## config.mk

```make
export PLATFORM = sky130hd
export DESIGN_NAME = asp_ctrl
export DESIGN_NICKNAME = d
export VERILOG_FILES = /design/src/asp_ctrl.v /design/src/asp_pin_sync.v
export VERILOG_INCLUDE_DIRS = /design/src
export SDC_FILE = /design/constraint.sdc
export NUM_CORES = 1
export LEC_CHECK = 0
export BUFFER_PORTS_ARGS = -buffer_cell sky130_fd_sc_hd__clkbuf_2
export CELL_PAD_IN_SITES_DETAIL_PLACEMENT = 1
export CELL_PAD_IN_SITES_GLOBAL_PLACEMENT = 1
export CORE_MARGIN = 5
export CORE_UTILIZATION = 30
export DETAILED_ROUTE_END_ITERATION = 7
export PLACE_DENSITY_LB_ADDON = 0.1
export SYNTH_ARGS = -nofsm -noshare
export SYNTH_HDL_FRONTEND = slang
export SYNTH_HIERARCHICAL = 1
export SYNTH_SLANG_ARGS = --single-unit
```

## constraint.sdc

```tcl
create_clock -name ref_clk_i -period 4.1 [get_ports ref_clk_i]
set_input_delay 0.41 -clock ref_clk_i [delete_from_list [all_inputs] [get_ports ref_clk_i]]
set_output_delay 0.41 -clock ref_clk_i [all_outputs]
set_load 0.05 [all_outputs]
```

## src/asp_defs.vh

```
// Constants for the converter serial transfer and power-mode control block
`ifndef ASP_DEFS_VH
`define ASP_DEFS_VH

// Frame geometry, in serial clock falling edges
`define ASP_FRAME_LEN 5'd16
`define ASP_CTRL_EDGES 5'd12
`define ASP_TRACK_EDGE 5'd14
`define ASP_LAST_LAUNCH 5'd15

// Control register fields (12 bits, write bit first on the serial input)
`define ASP_CTRL_W 12
`define ASP_F_WRITE 11
`define ASP_F_SEQ_HI 10
`define ASP_F_CHAN_HI 8
`define ASP_F_CHAN_LO 7
`define ASP_F_PSEL_HI 6
`define ASP_F_PSEL_LO 5
`define ASP_F_SEQ_LO 4
`define ASP_F_RANGE 2
`define ASP_F_CODING 1
`define ASP_CTRL_RST 12'h000

// Power-select encodings {power_sel_hi, power_sel_lo}
`define ASP_PM_NORMAL 2'b11
`define ASP_PM_FULL_SD 2'b10
`define ASP_PM_AUTO_SD 2'b01

// Register map of the plain register port (word index)
`define ASP_ADDR_W 4
`define ASP_DATA_W 16
`define ASP_REG_CTRL 4'h0
`define ASP_REG_STATUS 4'h1
`define ASP_REG_RESULT 4'h2

// Status register bit positions
`define ASP_S_POWERED 0
`define ASP_S_READY 1
`define ASP_S_TRACK 2
`define ASP_S_FRAME 3
`define ASP_S_PM_LO 4
`define ASP_S_PM_HI 5
`define ASP_S_DRIVE 6
`define ASP_S_ABORT 7

// Timing: system clock rate and wake-up time
`define ASP_CLK_KHZ 40000
`define ASP_WAKE_NS 1000

`endif

```

## src/asp_ctrl.v

```verilog
// Serial transfer and power-mode control of a four-channel converter
//
// Decided for this implementation: the register offsets and the strobed register port.
`timescale 1ns/1ps
`include "asp_defs.vh"

module asp_ctrl (
  input wire ref_clk_i,
  input wire nrst_i,
  // Serial pins from the host
  input wire cs_n_i,
  input wire sclk_i,
  input wire sdi_i,
  // Three-state serial output: enable is low while driving
  output reg sdo_o,
  output reg sdo_oe_n_o,
  // Analog-side controls
  output wire track_o,
  output wire powered_o,
  output wire ready_o,
  output wire [1:0] chan_tag_o,
  output wire range_o,
  output wire coding_o,
  // Register port
  input wire [`ASP_ADDR_W-1:0] reg_addr_i,
  input wire [`ASP_DATA_W-1:0] reg_wdata_i,
  input wire reg_wr_i,
  input wire reg_rd_i,
  output reg [`ASP_DATA_W-1:0] reg_rdata_o
);
  // Wake-up time in system clock cycles, rounded up, at least one
  // Rounding up means a changed clock rate can only lengthen the wait, while WAKE_CYC fits the 7-bit counter
  localparam integer WAKE_RAW =
    (`ASP_WAKE_NS * `ASP_CLK_KHZ + 999999) / 1000000;
  localparam integer WAKE_CYC = (WAKE_RAW < 1) ? 1 : WAKE_RAW;

  // Reset release chain
  reg rst_s1_q;
  reg rst_n_q;

  // Synchronised pin levels and edges
  wire [2:0] pin_lvl;
  wire [2:0] pin_rise;
  wire [2:0] pin_fall;
  wire cs_fall;
  wire cs_rise;
  wire sclk_fall;
  wire din_lvl;

  // Transfer state
  reg in_frame_q;             // Chip select low and frame not aborted
  reg [4:0] edge_cnt_q;       // Falling serial clock edges seen so far
  reg [14:0] out_sh_q;        // Remaining output bits after the one shown
  reg [`ASP_CTRL_W-1:0] in_sh_q; // Incoming control word
  reg complete_q;             // Sixteen edges reached in this frame
  reg mute_q;                 // Output kept undriven for this frame

  // Control and power state
  reg [`ASP_CTRL_W-1:0] ctrl_q;  // Live control register
  reg powered_q;              // Internal circuitry powered
  reg track_q;                // Track-and-hold tracking when high
  reg [6:0] wake_cnt_q;       // Counts down the wake-up time
  reg abort_q;                // Sticky: a frame ended early

  // Software-supplied conversion result
  reg [11:0] result_q;

  // Current power-select pair, decoded from the live control register
  wire [1:0] pm;
  // Status word as seen by software; layout is given at its assembly
  wire [`ASP_DATA_W-1:0] status;

  // Extract the power-select pair from a control word
  function [1:0] pm_of;
    input [`ASP_CTRL_W-1:0] word;
    begin
      pm_of = {word[`ASP_F_PSEL_HI], word[`ASP_F_PSEL_LO]};
    end
  endfunction

  // Full-shutdown code test; a frame started in this mode stays undriven
  function is_full_sd;
    input [1:0] mode;
    begin
      is_full_sd = (mode == `ASP_PM_FULL_SD);
    end
  endfunction

  // Mode in force after a complete frame: only a write can move it, so a
  // read-only frame leaves the power mode as it was
  function [1:0] pm_next;
    input [`ASP_CTRL_W-1:0] word;
    input [1:0] cur;
    begin
      if (word[`ASP_F_WRITE]) begin
        pm_next = pm_of(word);
      end else begin
        pm_next = cur;
      end
    end
  endfunction

  // Release reset through two flip-flops
  // Assertion stays asynchronous; only the release is retimed, so no
  // flop leaves reset on a different edge from its neighbours
  always @(posedge ref_clk_i or negedge nrst_i) begin
    if (!nrst_i) begin
      rst_s1_q <= 1'b0;
      rst_n_q <= 1'b0;
    end else begin
      rst_s1_q <= 1'b1;
      rst_n_q <= rst_s1_q;
    end
  end

  // All three host pins cross into the system clock here. Every pin
  // event is seen about four system clocks late, all three alike, so
  // edges keep their order. The price: each serial clock phase must last
  // at least two system clocks, which caps the serial clock well below
  // the system clock rate; a faster host clock would lose edges.
  asp_pin_sync u_sync (
    .ref_clk_i(ref_clk_i),
    .rst_n_i(rst_n_q),
    .pin_i({sdi_i, sclk_i, cs_n_i}),
    .level_o(pin_lvl),
    .rise_o(pin_rise),
    .fall_o(pin_fall)
  );

  // Bit 0 is chip select, bit 1 the serial clock, bit 2 the data input
  assign cs_fall = pin_fall[0];
  assign cs_rise = pin_rise[0];
  // Edges only count inside a live frame, never while deselected
  assign sclk_fall = pin_fall[1] & in_frame_q & ~pin_lvl[0];
  assign din_lvl = pin_lvl[2];
  assign pm = pm_of(ctrl_q);

  // A frame is a select fall, up to sixteen counted serial clock falls
  // and a select rise; everything happens on system clock edges.
  // Frame sequencing runs on the system clock, stepping on synchronised
  // host serial clock falls; the pace follows that clock about four system clocks late
  always @(posedge ref_clk_i or negedge rst_n_q) begin
    if (!rst_n_q) begin
      // Out of reset the pad is released and no frame is open
      in_frame_q <= 1'b0;
      edge_cnt_q <= 5'd0;
      out_sh_q <= 15'h0000;
      in_sh_q <= `ASP_CTRL_RST;
      complete_q <= 1'b0;
      mute_q <= 1'b1;
      sdo_o <= 1'b0;
      sdo_oe_n_o <= 1'b1;
    end else if (cs_fall) begin
      // New frame: load the word, show the first leading zero
      in_frame_q <= 1'b1;
      edge_cnt_q <= 5'd0;
      complete_q <= 1'b0;
      // Two zeros, channel tag high bit first, then result
      out_sh_q <= {1'b0, ctrl_q[`ASP_F_CHAN_HI], ctrl_q[`ASP_F_CHAN_LO],
                   result_q};
      sdo_o <= 1'b0;
      // A wake transfer out of full shutdown never drives
      mute_q <= is_full_sd(pm);
      // Otherwise the pad leaves high impedance with the first zero
      sdo_oe_n_o <= is_full_sd(pm);
    end else if (cs_rise) begin
      // End of frame, complete or not: release the output
      in_frame_q <= 1'b0;
      sdo_oe_n_o <= 1'b1;
      // The abort itself is noted by the register process below
    end else if (sclk_fall && !complete_q) begin
      // Edges past the sixteenth wait for the next select fall
      edge_cnt_q <= edge_cnt_q + 5'd1;
      // Serial input is taken over the first twelve edges
      if (edge_cnt_q < `ASP_CTRL_EDGES) begin
        in_sh_q <= {in_sh_q[`ASP_CTRL_W-2:0], din_lvl};
      end
      // Launch next bit on edges one through fifteen
      if (edge_cnt_q < `ASP_LAST_LAUNCH - 5'd1 + 5'd1) begin
        // A muted frame keeps the pad line still rather than toggling it
        // behind a disabled driver, which saves needless switching
        sdo_o <= mute_q ? 1'b0 : out_sh_q[14];
        out_sh_q <= {out_sh_q[13:0], 1'b0};
      end
      // Sixteenth edge: frame complete, output released
      if (edge_cnt_q == `ASP_FRAME_LEN - 5'd1) begin
        complete_q <= 1'b1;
        sdo_oe_n_o <= 1'b1;
        mute_q <= 1'b1;
      end
    end
  end

  // Power mode, track-and-hold and control register update
  always @(posedge ref_clk_i or negedge rst_n_q) begin
    if (!rst_n_q) begin
      ctrl_q <= `ASP_CTRL_RST;
      powered_q <= 1'b0;
      track_q <= 1'b0;
    end else if (cs_fall) begin
      // A select fall while in full shutdown leaves it asleep: only a write
      // of a new mode, at the end of the frame, can wake it
      if (!powered_q && pm == `ASP_PM_AUTO_SD) begin
        // Auto sleep ends: power up and resume tracking
        powered_q <= 1'b1;
        track_q <= 1'b1;
      end else begin
        // Sample: track-and-hold goes to hold
        track_q <= 1'b0;
      end
    end else if (cs_rise && in_frame_q) begin
      if (complete_q) begin
        // Only a full frame with write bit set updates control
        if (in_sh_q[`ASP_F_WRITE]) begin
          ctrl_q <= in_sh_q;
        end
        // Mode seen after this frame; write bit low keeps it
        case (pm_next(in_sh_q, pm))
          `ASP_PM_NORMAL: begin
            // Both bits set keeps or brings full power
            powered_q <= 1'b1;
            // The fourteenth edge has passed, so the input tracks now even
            // when this frame woke the part out of a shutdown
            track_q <= 1'b1;
          end
          `ASP_PM_FULL_SD: begin
            // Full shutdown on this chip select rise
            powered_q <= 1'b0;
            track_q <= 1'b0;
          end
          `ASP_PM_AUTO_SD: begin
            // Sleep only now, at the end of the conversion
            powered_q <= 1'b0;
            track_q <= 1'b0;
          end
          default: begin
            // Unused code, seen after reset or after a write of both bits clear: behave as normal
            powered_q <= 1'b1;
            track_q <= 1'b1;
          end
        endcase
      end else if (!powered_q) begin
        // Aborted frame while shut down keeps hold
        track_q <= 1'b0;
      end else begin
        // Aborted frame: conversion dropped, input tracks again
        track_q <= 1'b1;
      end
    end else if (sclk_fall && !complete_q &&
                 edge_cnt_q == `ASP_TRACK_EDGE - 5'd1) begin
      // Fourteenth edge returns to tracking if powered
      track_q <= powered_q;
    end
  end

  // Wake-up timer: ready only after the wake time while powered
  // The count runs on the system clock, not the serial clock, so the
  // wait is a true time whatever rate the host picks
  always @(posedge ref_clk_i or negedge rst_n_q) begin
    if (!rst_n_q) begin
      wake_cnt_q <= 7'd0;
    end else if (!powered_q) begin
      // Reload so a fresh wake always waits the full time
      wake_cnt_q <= WAKE_CYC[6:0];
    end else if (wake_cnt_q != 7'd0) begin
      wake_cnt_q <= wake_cnt_q - 7'd1;
    end
  end

  // Register writes and the sticky abort flag
  // Only the result register is writable; control moves only over the
  // serial link, so software cannot disturb a frame in flight
  always @(posedge ref_clk_i or negedge rst_n_q) begin
    if (!rst_n_q) begin
      result_q <= 12'h000;
      abort_q <= 1'b0;
    end else begin
      if (reg_wr_i && reg_addr_i == `ASP_REG_RESULT) begin
        result_q <= reg_wdata_i[11:0];
      end
      // An abort in the same cycle as the read-clear is kept: losing it
      // would hide a cut frame, while a second read costs nothing
      if (cs_rise && in_frame_q && !complete_q) begin
        abort_q <= 1'b1;
      end else if (reg_rd_i && reg_addr_i == `ASP_REG_STATUS) begin
        abort_q <= 1'b0;
      end
    end
  end

  // Status word assembled from live state, low bit first:
  //   0 powered, 1 ready, 2 tracking, 3 frame open,
  //   4 low power bit, 5 high power bit, 6 pad driven,
  //   7 early select rise seen (cleared by reading status)
  // The upper byte reads as zero and is kept free for growth
  assign status = {8'h00, abort_q, ~sdo_oe_n_o, pm[1], pm[0],
                   in_frame_q, track_q, ready_o, powered_q};

  // Read data one cycle after the strobe; unmapped reads give zero
  // Data falls back to zero after one cycle so a stale word is never
  // mistaken for a fresh answer
  always @(posedge ref_clk_i or negedge rst_n_q) begin
    if (!rst_n_q) begin
      reg_rdata_o <= 16'h0000;
    end else if (reg_rd_i) begin
      case (reg_addr_i)
        `ASP_REG_CTRL: reg_rdata_o <= {4'h0, ctrl_q};
        `ASP_REG_STATUS: reg_rdata_o <= status;
        `ASP_REG_RESULT: reg_rdata_o <= {4'h0, result_q};
        default: reg_rdata_o <= 16'h0000;
      endcase
    end else begin
      reg_rdata_o <= 16'h0000;
    end
  end

  // Outputs follow their flip-flops directly; ready is the one decode
  assign track_o = track_q;
  assign powered_o = powered_q;
  assign ready_o = powered_q & (wake_cnt_q == 7'd0);
  assign chan_tag_o = {ctrl_q[`ASP_F_CHAN_HI], ctrl_q[`ASP_F_CHAN_LO]};
  assign range_o = ctrl_q[`ASP_F_RANGE];
  assign coding_o = ctrl_q[`ASP_F_CODING];
endmodule // asp_ctrl

```

## src/asp_pin_sync.v

```verilog
// Three-stage pin synchroniser with agreement filter and edge pulses
`timescale 1ns/1ps
module asp_pin_sync (
  input wire ref_clk_i,
  input wire rst_n_i,
  input wire [2:0] pin_i,
  output reg [2:0] level_o,
  output wire [2:0] rise_o,
  output wire [2:0] fall_o
);
  // Stage one feeds stage two only; nothing else looks at it
  reg [2:0] s1_q;
  reg [2:0] s2_q;
  reg [2:0] s3_q;
  reg [2:0] level_d;
  reg [2:0] prev_q;
  integer k;

  // Shift chain; idle level high keeps chip select deasserted at reset
  always @(posedge ref_clk_i or negedge rst_n_i) begin
    if (!rst_n_i) begin
      s1_q <= 3'h7;
      s2_q <= 3'h7;
      s3_q <= 3'h7;
      level_o <= 3'h7;
      prev_q <= 3'h7;
    end else begin
      s1_q <= pin_i;
      s2_q <= s1_q;
      s3_q <= s2_q;
      level_o <= level_d;
      prev_q <= level_o;
    end
  end

  // A change counts only once stages two and three agree
  always @* begin
    level_d = level_o;
    for (k = 0; k < 3; k = k + 1) begin
      if (s2_q[k] == s3_q[k]) begin
        level_d[k] = s3_q[k];
      end
    end
  end

  // One-cycle edge pulses on the filtered level
  assign rise_o = level_o & ~prev_q;
  assign fall_o = ~level_o & prev_q;
endmodule // asp_pin_sync
```

== Word level (Yosys, flattened, before mapping) ==
Cells that the tools add are included.

* Register bits: 103
* Latch bits: 0
* RAM bits: 0
* ROM bits: 0
* Output and inout port bits: 25
* Logic and storage cells: 125
* Memories kept: 0

* Add/sub/neg operators: 2
* Multiply operators: 0
* Divide/modulo/power cells: 0
* Order comparisons: 2
* Equality and inequality tests: 14
* Shifts and indexed selects: 0
* Muxes and demuxes: 42
* Bitwise logic cells: 11
* Reductions and logical operators: 30

{| class="wikitable"
|+ Operators by type and width
! operator !! count
|-
| $mux 15 || 4
|-
| $pmux 12 s3 || 1
|-
| $mux 1 || 27
|-
| $mux 16 || 1
|-
| $mux 5 || 3
|-
| $mux 7 || 2
|-
| $reduce_bool 2->1 || 7
|-
| $eq 5x4->1 const B || 2
|-
| $lt 5x4->1 const B || 2
|-
| $reduce_and 3->1 || 3
|-
| $reduce_bool 3->1 || 3
|-
| $mux 2 || 4
|-
| $reduce_and 4->1 || 2
|-
| $logic_and 1x1->1 || 7
|-
| $logic_not 7->1 || 1
|-
| $reduce_bool 7->1 || 1
|-
| $sub 7x1->7 const B || 1
|-
| $ne 2x1->1 const B || 3
|-
| $add 5x1->5 const B || 1
|-
| $not 1->1 || 5
|-
| $and 1x1->1 || 4
|-
| $eq 2x1->1 const B || 2
|-
| $eq 2x2->1 const B || 2
|-
| $eq 4x1->1 const B || 1
|-
| 8 further kinds || 12
|}

== Logic depth before layout (Yosys ltp) ==
* Word-level depth: 11
* Mapped depth: 8

== Hierarchy ==
Netlist, hierarchy kept.

{| class="wikitable"
|+ Modules (own cells, without submodules)
! module !! times used !! cells an instance !! area an instance (µm²) !! sequential area each (µm²)
|-
| asp_ctrl || 1 || 289 || 3784.9 || 2129.5
|-
| asp_pin_sync || 1 || 24 || 469.2 || 394.1
|}

== Worst setup path before layout ==
No wires, ideal clock.

* Path kind: flip-flop to output port
* From: register wake_cnt_q[0]
* To: output ready_o
* Arrival time: 1598 ps
* Required time: 3690 ps
* Slack: 2092 ps
* Stages on the path, launching flop included: 5
* Path through: dfrtp_1 -> inv_1 -> ha_1 -> nor4b_1 -> and3_1

* Longest elaborated chain between the ends: 2

{| class="wikitable"
|+ RTL lines
! element !! line !! RTL
|-
| start: declaration || asp_ctrl.v:62 || <nowiki>reg [6:0] wake_cnt_q;</nowiki>
|-
| start signal: assignment || asp_ctrl.v:264 || <nowiki>wake_cnt_q <= WAKE_CYC[6:0];</nowiki>
|-
| start signal: assignment || asp_ctrl.v:266 || <nowiki>wake_cnt_q <= wake_cnt_q - 7'd1;</nowiki>
|-
| $logic_not 7->1 || asp_ctrl.v:320 || <nowiki>assign ready_o = powered_q & (wake_cnt_q == 7'd0);</nowiki>
|-
| $and 1x1->1 || asp_ctrl.v:320 ||
|-
| end: declaration || asp_ctrl.v:20 || <nowiki>output wire ready_o,</nowiki>
|}

Every way passes these cells.

== Worst setup path after layout ==
* From: register u_sync.prev_q[1]
* To: register out_sh_q[2]

* Longest elaborated chain between the ends: 6

{| class="wikitable"
|+ RTL lines
! element !! line !! RTL
|-
| start: declaration || asp_pin_sync.v:16 || <nowiki>reg [2:0] prev_q;</nowiki>
|-
| start signal: assignment || asp_pin_sync.v:32 || <nowiki>prev_q <= level_o;</nowiki>
|-
| $and 2x2->2 || asp_pin_sync.v:48 || <nowiki>assign fall_o = ~level_o & prev_q;</nowiki>
|-
| net pin_fall[1] || asp_ctrl.v:44 || <nowiki>wire [2:0] pin_fall;</nowiki>
|-
| $and 1x1->1 (2 in a row) || asp_ctrl.v:134 || <nowiki>assign sclk_fall = pin_fall[1] & in_frame_q & ~pin_lvl[0];</nowiki>
|-
| $logic_and 1x1->1 || asp_ctrl.v:171 || <nowiki>end else if (sclk_fall && !complete_q) begin</nowiki>
|-
| $reduce_bool 2->1 (no line) || n/a ||
|-
| $reduce_and 3->1 (no line) || n/a ||
|-
| end signal: assignment || asp_ctrl.v:159 || <nowiki>out_sh_q <= {1'b0, ctrl_q[`ASP_F_CHAN_HI], ctrl_q[`ASP_F_CHAN_LO],</nowiki>
|-
| end signal: assignment || asp_ctrl.v:183 || <nowiki>out_sh_q <= {out_sh_q[13:0], 1'b0};</nowiki>
|-
| end: declaration || asp_ctrl.v:53 || <nowiki>reg [14:0] out_sh_q;</nowiki>
|}

The timed path passes the listed nets, and every way through them passes these cells.
A chain may end at the register's enable or synchronous reset.

==> impl_metrics.env <==
export IMPL_hp_class="input pin to register"
export IMPL_track_usage_pct=12.2
export IMPL_rsz0062_at_grt="no"
export IMPL_cts_hold_repair_buffers=1
export IMPL_firstDrtPassIters=4
export IMPL_fmax_mhz=393
export IMPL_path_clk_slew_ps=70
export IMPL_cts_resized=0
export IMPL_power_density_mw_per_mm2=491
export IMPL_grt_start_max_net_pins=77
export IMPL_ioPinCount=52
export IMPL_fillers=1466
export IMPL_clk_latency_ps=340
export IMPL_drt_total_wl_microns=9220
export IMPL_instances_no_fill=538
export IMPL_dp_hpwl_microns=6400
export IMPL_synth_area_sq_mm=0.00421
export IMPL_yosys_warnings=6
export IMPL_finalCriticalPeriod_ps=2540
export IMPL_htree_num_levels=3
export IMPL_setup_ws_ps=1560
export IMPL_drive_gt1_share_pct=41.9
export IMPL_drc_errors=0
export IMPL_area_growth_pct=16.3
export IMPL_syn_inst=309
export IMPL_place_inst=521
export IMPL_skew_ps=9.58
export IMPL_slew_headroom_pct=34.0
export IMPL_leakagePower_nw=2.20
export IMPL_grt_pass1_wl_microns=15500
export IMPL_num_vias=2539
export IMPL_detail_route_iter0_violations=155
export IMPL_dieArea_sq_mm=0.0165
export IMPL_grt_pass1_vias=2833
export IMPL_num_antenna_cells=0
export IMPL_drtAntennaViolNets=0
export IMPL_cts_root_buf="clkbuf_16"
export IMPL_std_cell_rows=43
export IMPL_setup_tns_final_ps=0
export IMPL_syn_avg_cell_area_sq_um=13.6
export IMPL_status="finished clean"
export IMPL_cp_max_fo=17
export IMPL_cts_tree="built"
export IMPL_post_place_ws_ps=1520
export IMPL_worst_slew_pin_slew_ps=991
export IMPL_required_ps=4320
export IMPL_slew_viol_final=0
export IMPL_clockBufferDepth=2
export IMPL_startpoint_type="register"
export IMPL_worstSetupPathType="register to register"
export IMPL_ir_drop_uv=201
export IMPL_fin_crit_sh_pct=62.0
export IMPL_wl_per_cell_microns=17.1
export IMPL_die_y_microns=128
export IMPL_drv_cap=0
export IMPL_postCtsSetupBuffers=0
export IMPL_cts_buffers=9
export IMPL_finalNetCount=384
export IMPL_numPortBuffers=43
export IMPL_viasPerCell=4.72
export IMPL_whs_ps=145
export IMPL_antenna_found_initial=0
export IMPL_core_region_area_sq_mm=0.0138
export IMPL_initial_utilization_pct=30.4
export IMPL_arrival_ps=2770
export IMPL_clock_sinks=99
export IMPL_hold_viol=0
export IMPL_grt_overflow_total=0
export IMPL_worstSetupEndpointType="register"
export IMPL_place_gp_congestion=0.731
export IMPL_finalSetupViolations=0
export IMPL_die_w_microns=128
[layout by cell type (no fill, tap or decap), types with 2 or more instances in the layout]
cell,n
inv_1,8
a222oi_1,7
nand3_1,2
and2b_1,2
mux2_4,6
a22oi_1,5
nor2b_1,2
conb_1,5
dfstp_2,16
o31ai_1,2
clkbuf_2,43
nand2_1,15
maj3_2,3
dfrtp_1,82
nor4b_1,2
clkinv_2,2
o21ai_0,3
xnor2_1,5
a21oi_1,6
nor2_1,22
xor2_1,2
o211ai_1,2
ha_1,4
clkbuf_16,9
a31oi_1,2
a211oi_1,5
nand2b_1,3
nor4b_2,2
and3_1,2
mux2i_1,2
clkbuf_8,2
mux2_2,55
buf_4,5
and2_1,2
[power breakdown]
part / internal, mW / total (mW) / switching, mW
Combinational: 0.180 / 0.310 / 0.130
Sequential: 1.12 / 1.23 / 0.113
Clock: 0.506 / 0.865 / 0.359
[critical path, stage by stage, from the launching register on]
cell and delay (ps):
dfstp_2 510, and2b_1 130, and4bb_4 250, o2111a_1 860, mux2_2 410, mux2_2 260
[metrics by stage]
stage               utilization [%]  power, mW  cell area (sq um)
floorplan                         -       1.46               4220
global placement               33.1       1.55               4580
detailed placement             33.1       1.56               4580
CTS                            35.4       2.44               4890
global route                   35.4       2.54               4890
finish                         35.4       2.40               4890
[final cells by class]
cell class              count  area (sq um)  area share [%]
clock buffers              12           256            5.24
well taps                 180           225            4.60
flip-flops and latches     99          2500            51.1
inverters                   8          30.0           0.613
clock inverters             4          48.8           0.997
multi-input cells         186          1570            32.1
repair buffers             49           263            5.37
[final timing paths]
path | from | to | slack (ps) | depth (start not counted)
min in group asynchronous | nrst_i | rst_n_q | 390 | 2
setup / recovery | u_sync/prev_q[1] | out_sh_q[2] | 1560 | 5
setup reg to reg | u_sync/prev_q[1] | out_sh_q[2] | 1560 | 5
hold reg to reg | u_sync/s1_q[0] | u_sync/s2_q[0] | 360 | 0
max in group asynchronous | rst_n_q | wake_cnt_q[1] | 2700 | 1
hold / removal | sdi_i | u_sync/s1_q[2] | 140 | 1
[flip-flops by register name, summed over array words and instances (netlist names), 2 cells and up]
name / cells
out_sh_q: 15
u_sync/level_o: 3
result_q: 12
u_sync/s1_q: 3
u_sync/s2_q: 3
u_sync/prev_q: 2
reg_rdata_o: 12
edge_cnt_q: 5
ctrl_q: 12
u_sync/s3_q: 3
wake_cnt_q: 7
in_sh_q: 12
[routing by layer]
metal	global-route usage [%]	up-vias	wire, microns
li1	-	1185	-
met1	17.4	1292	4630
met2	17.7	48	3980
met3	2.53	14	377
met4	5.68	0	233
met5	0	-	0
No activity file was read; power rests on OpenSTA's default activity.
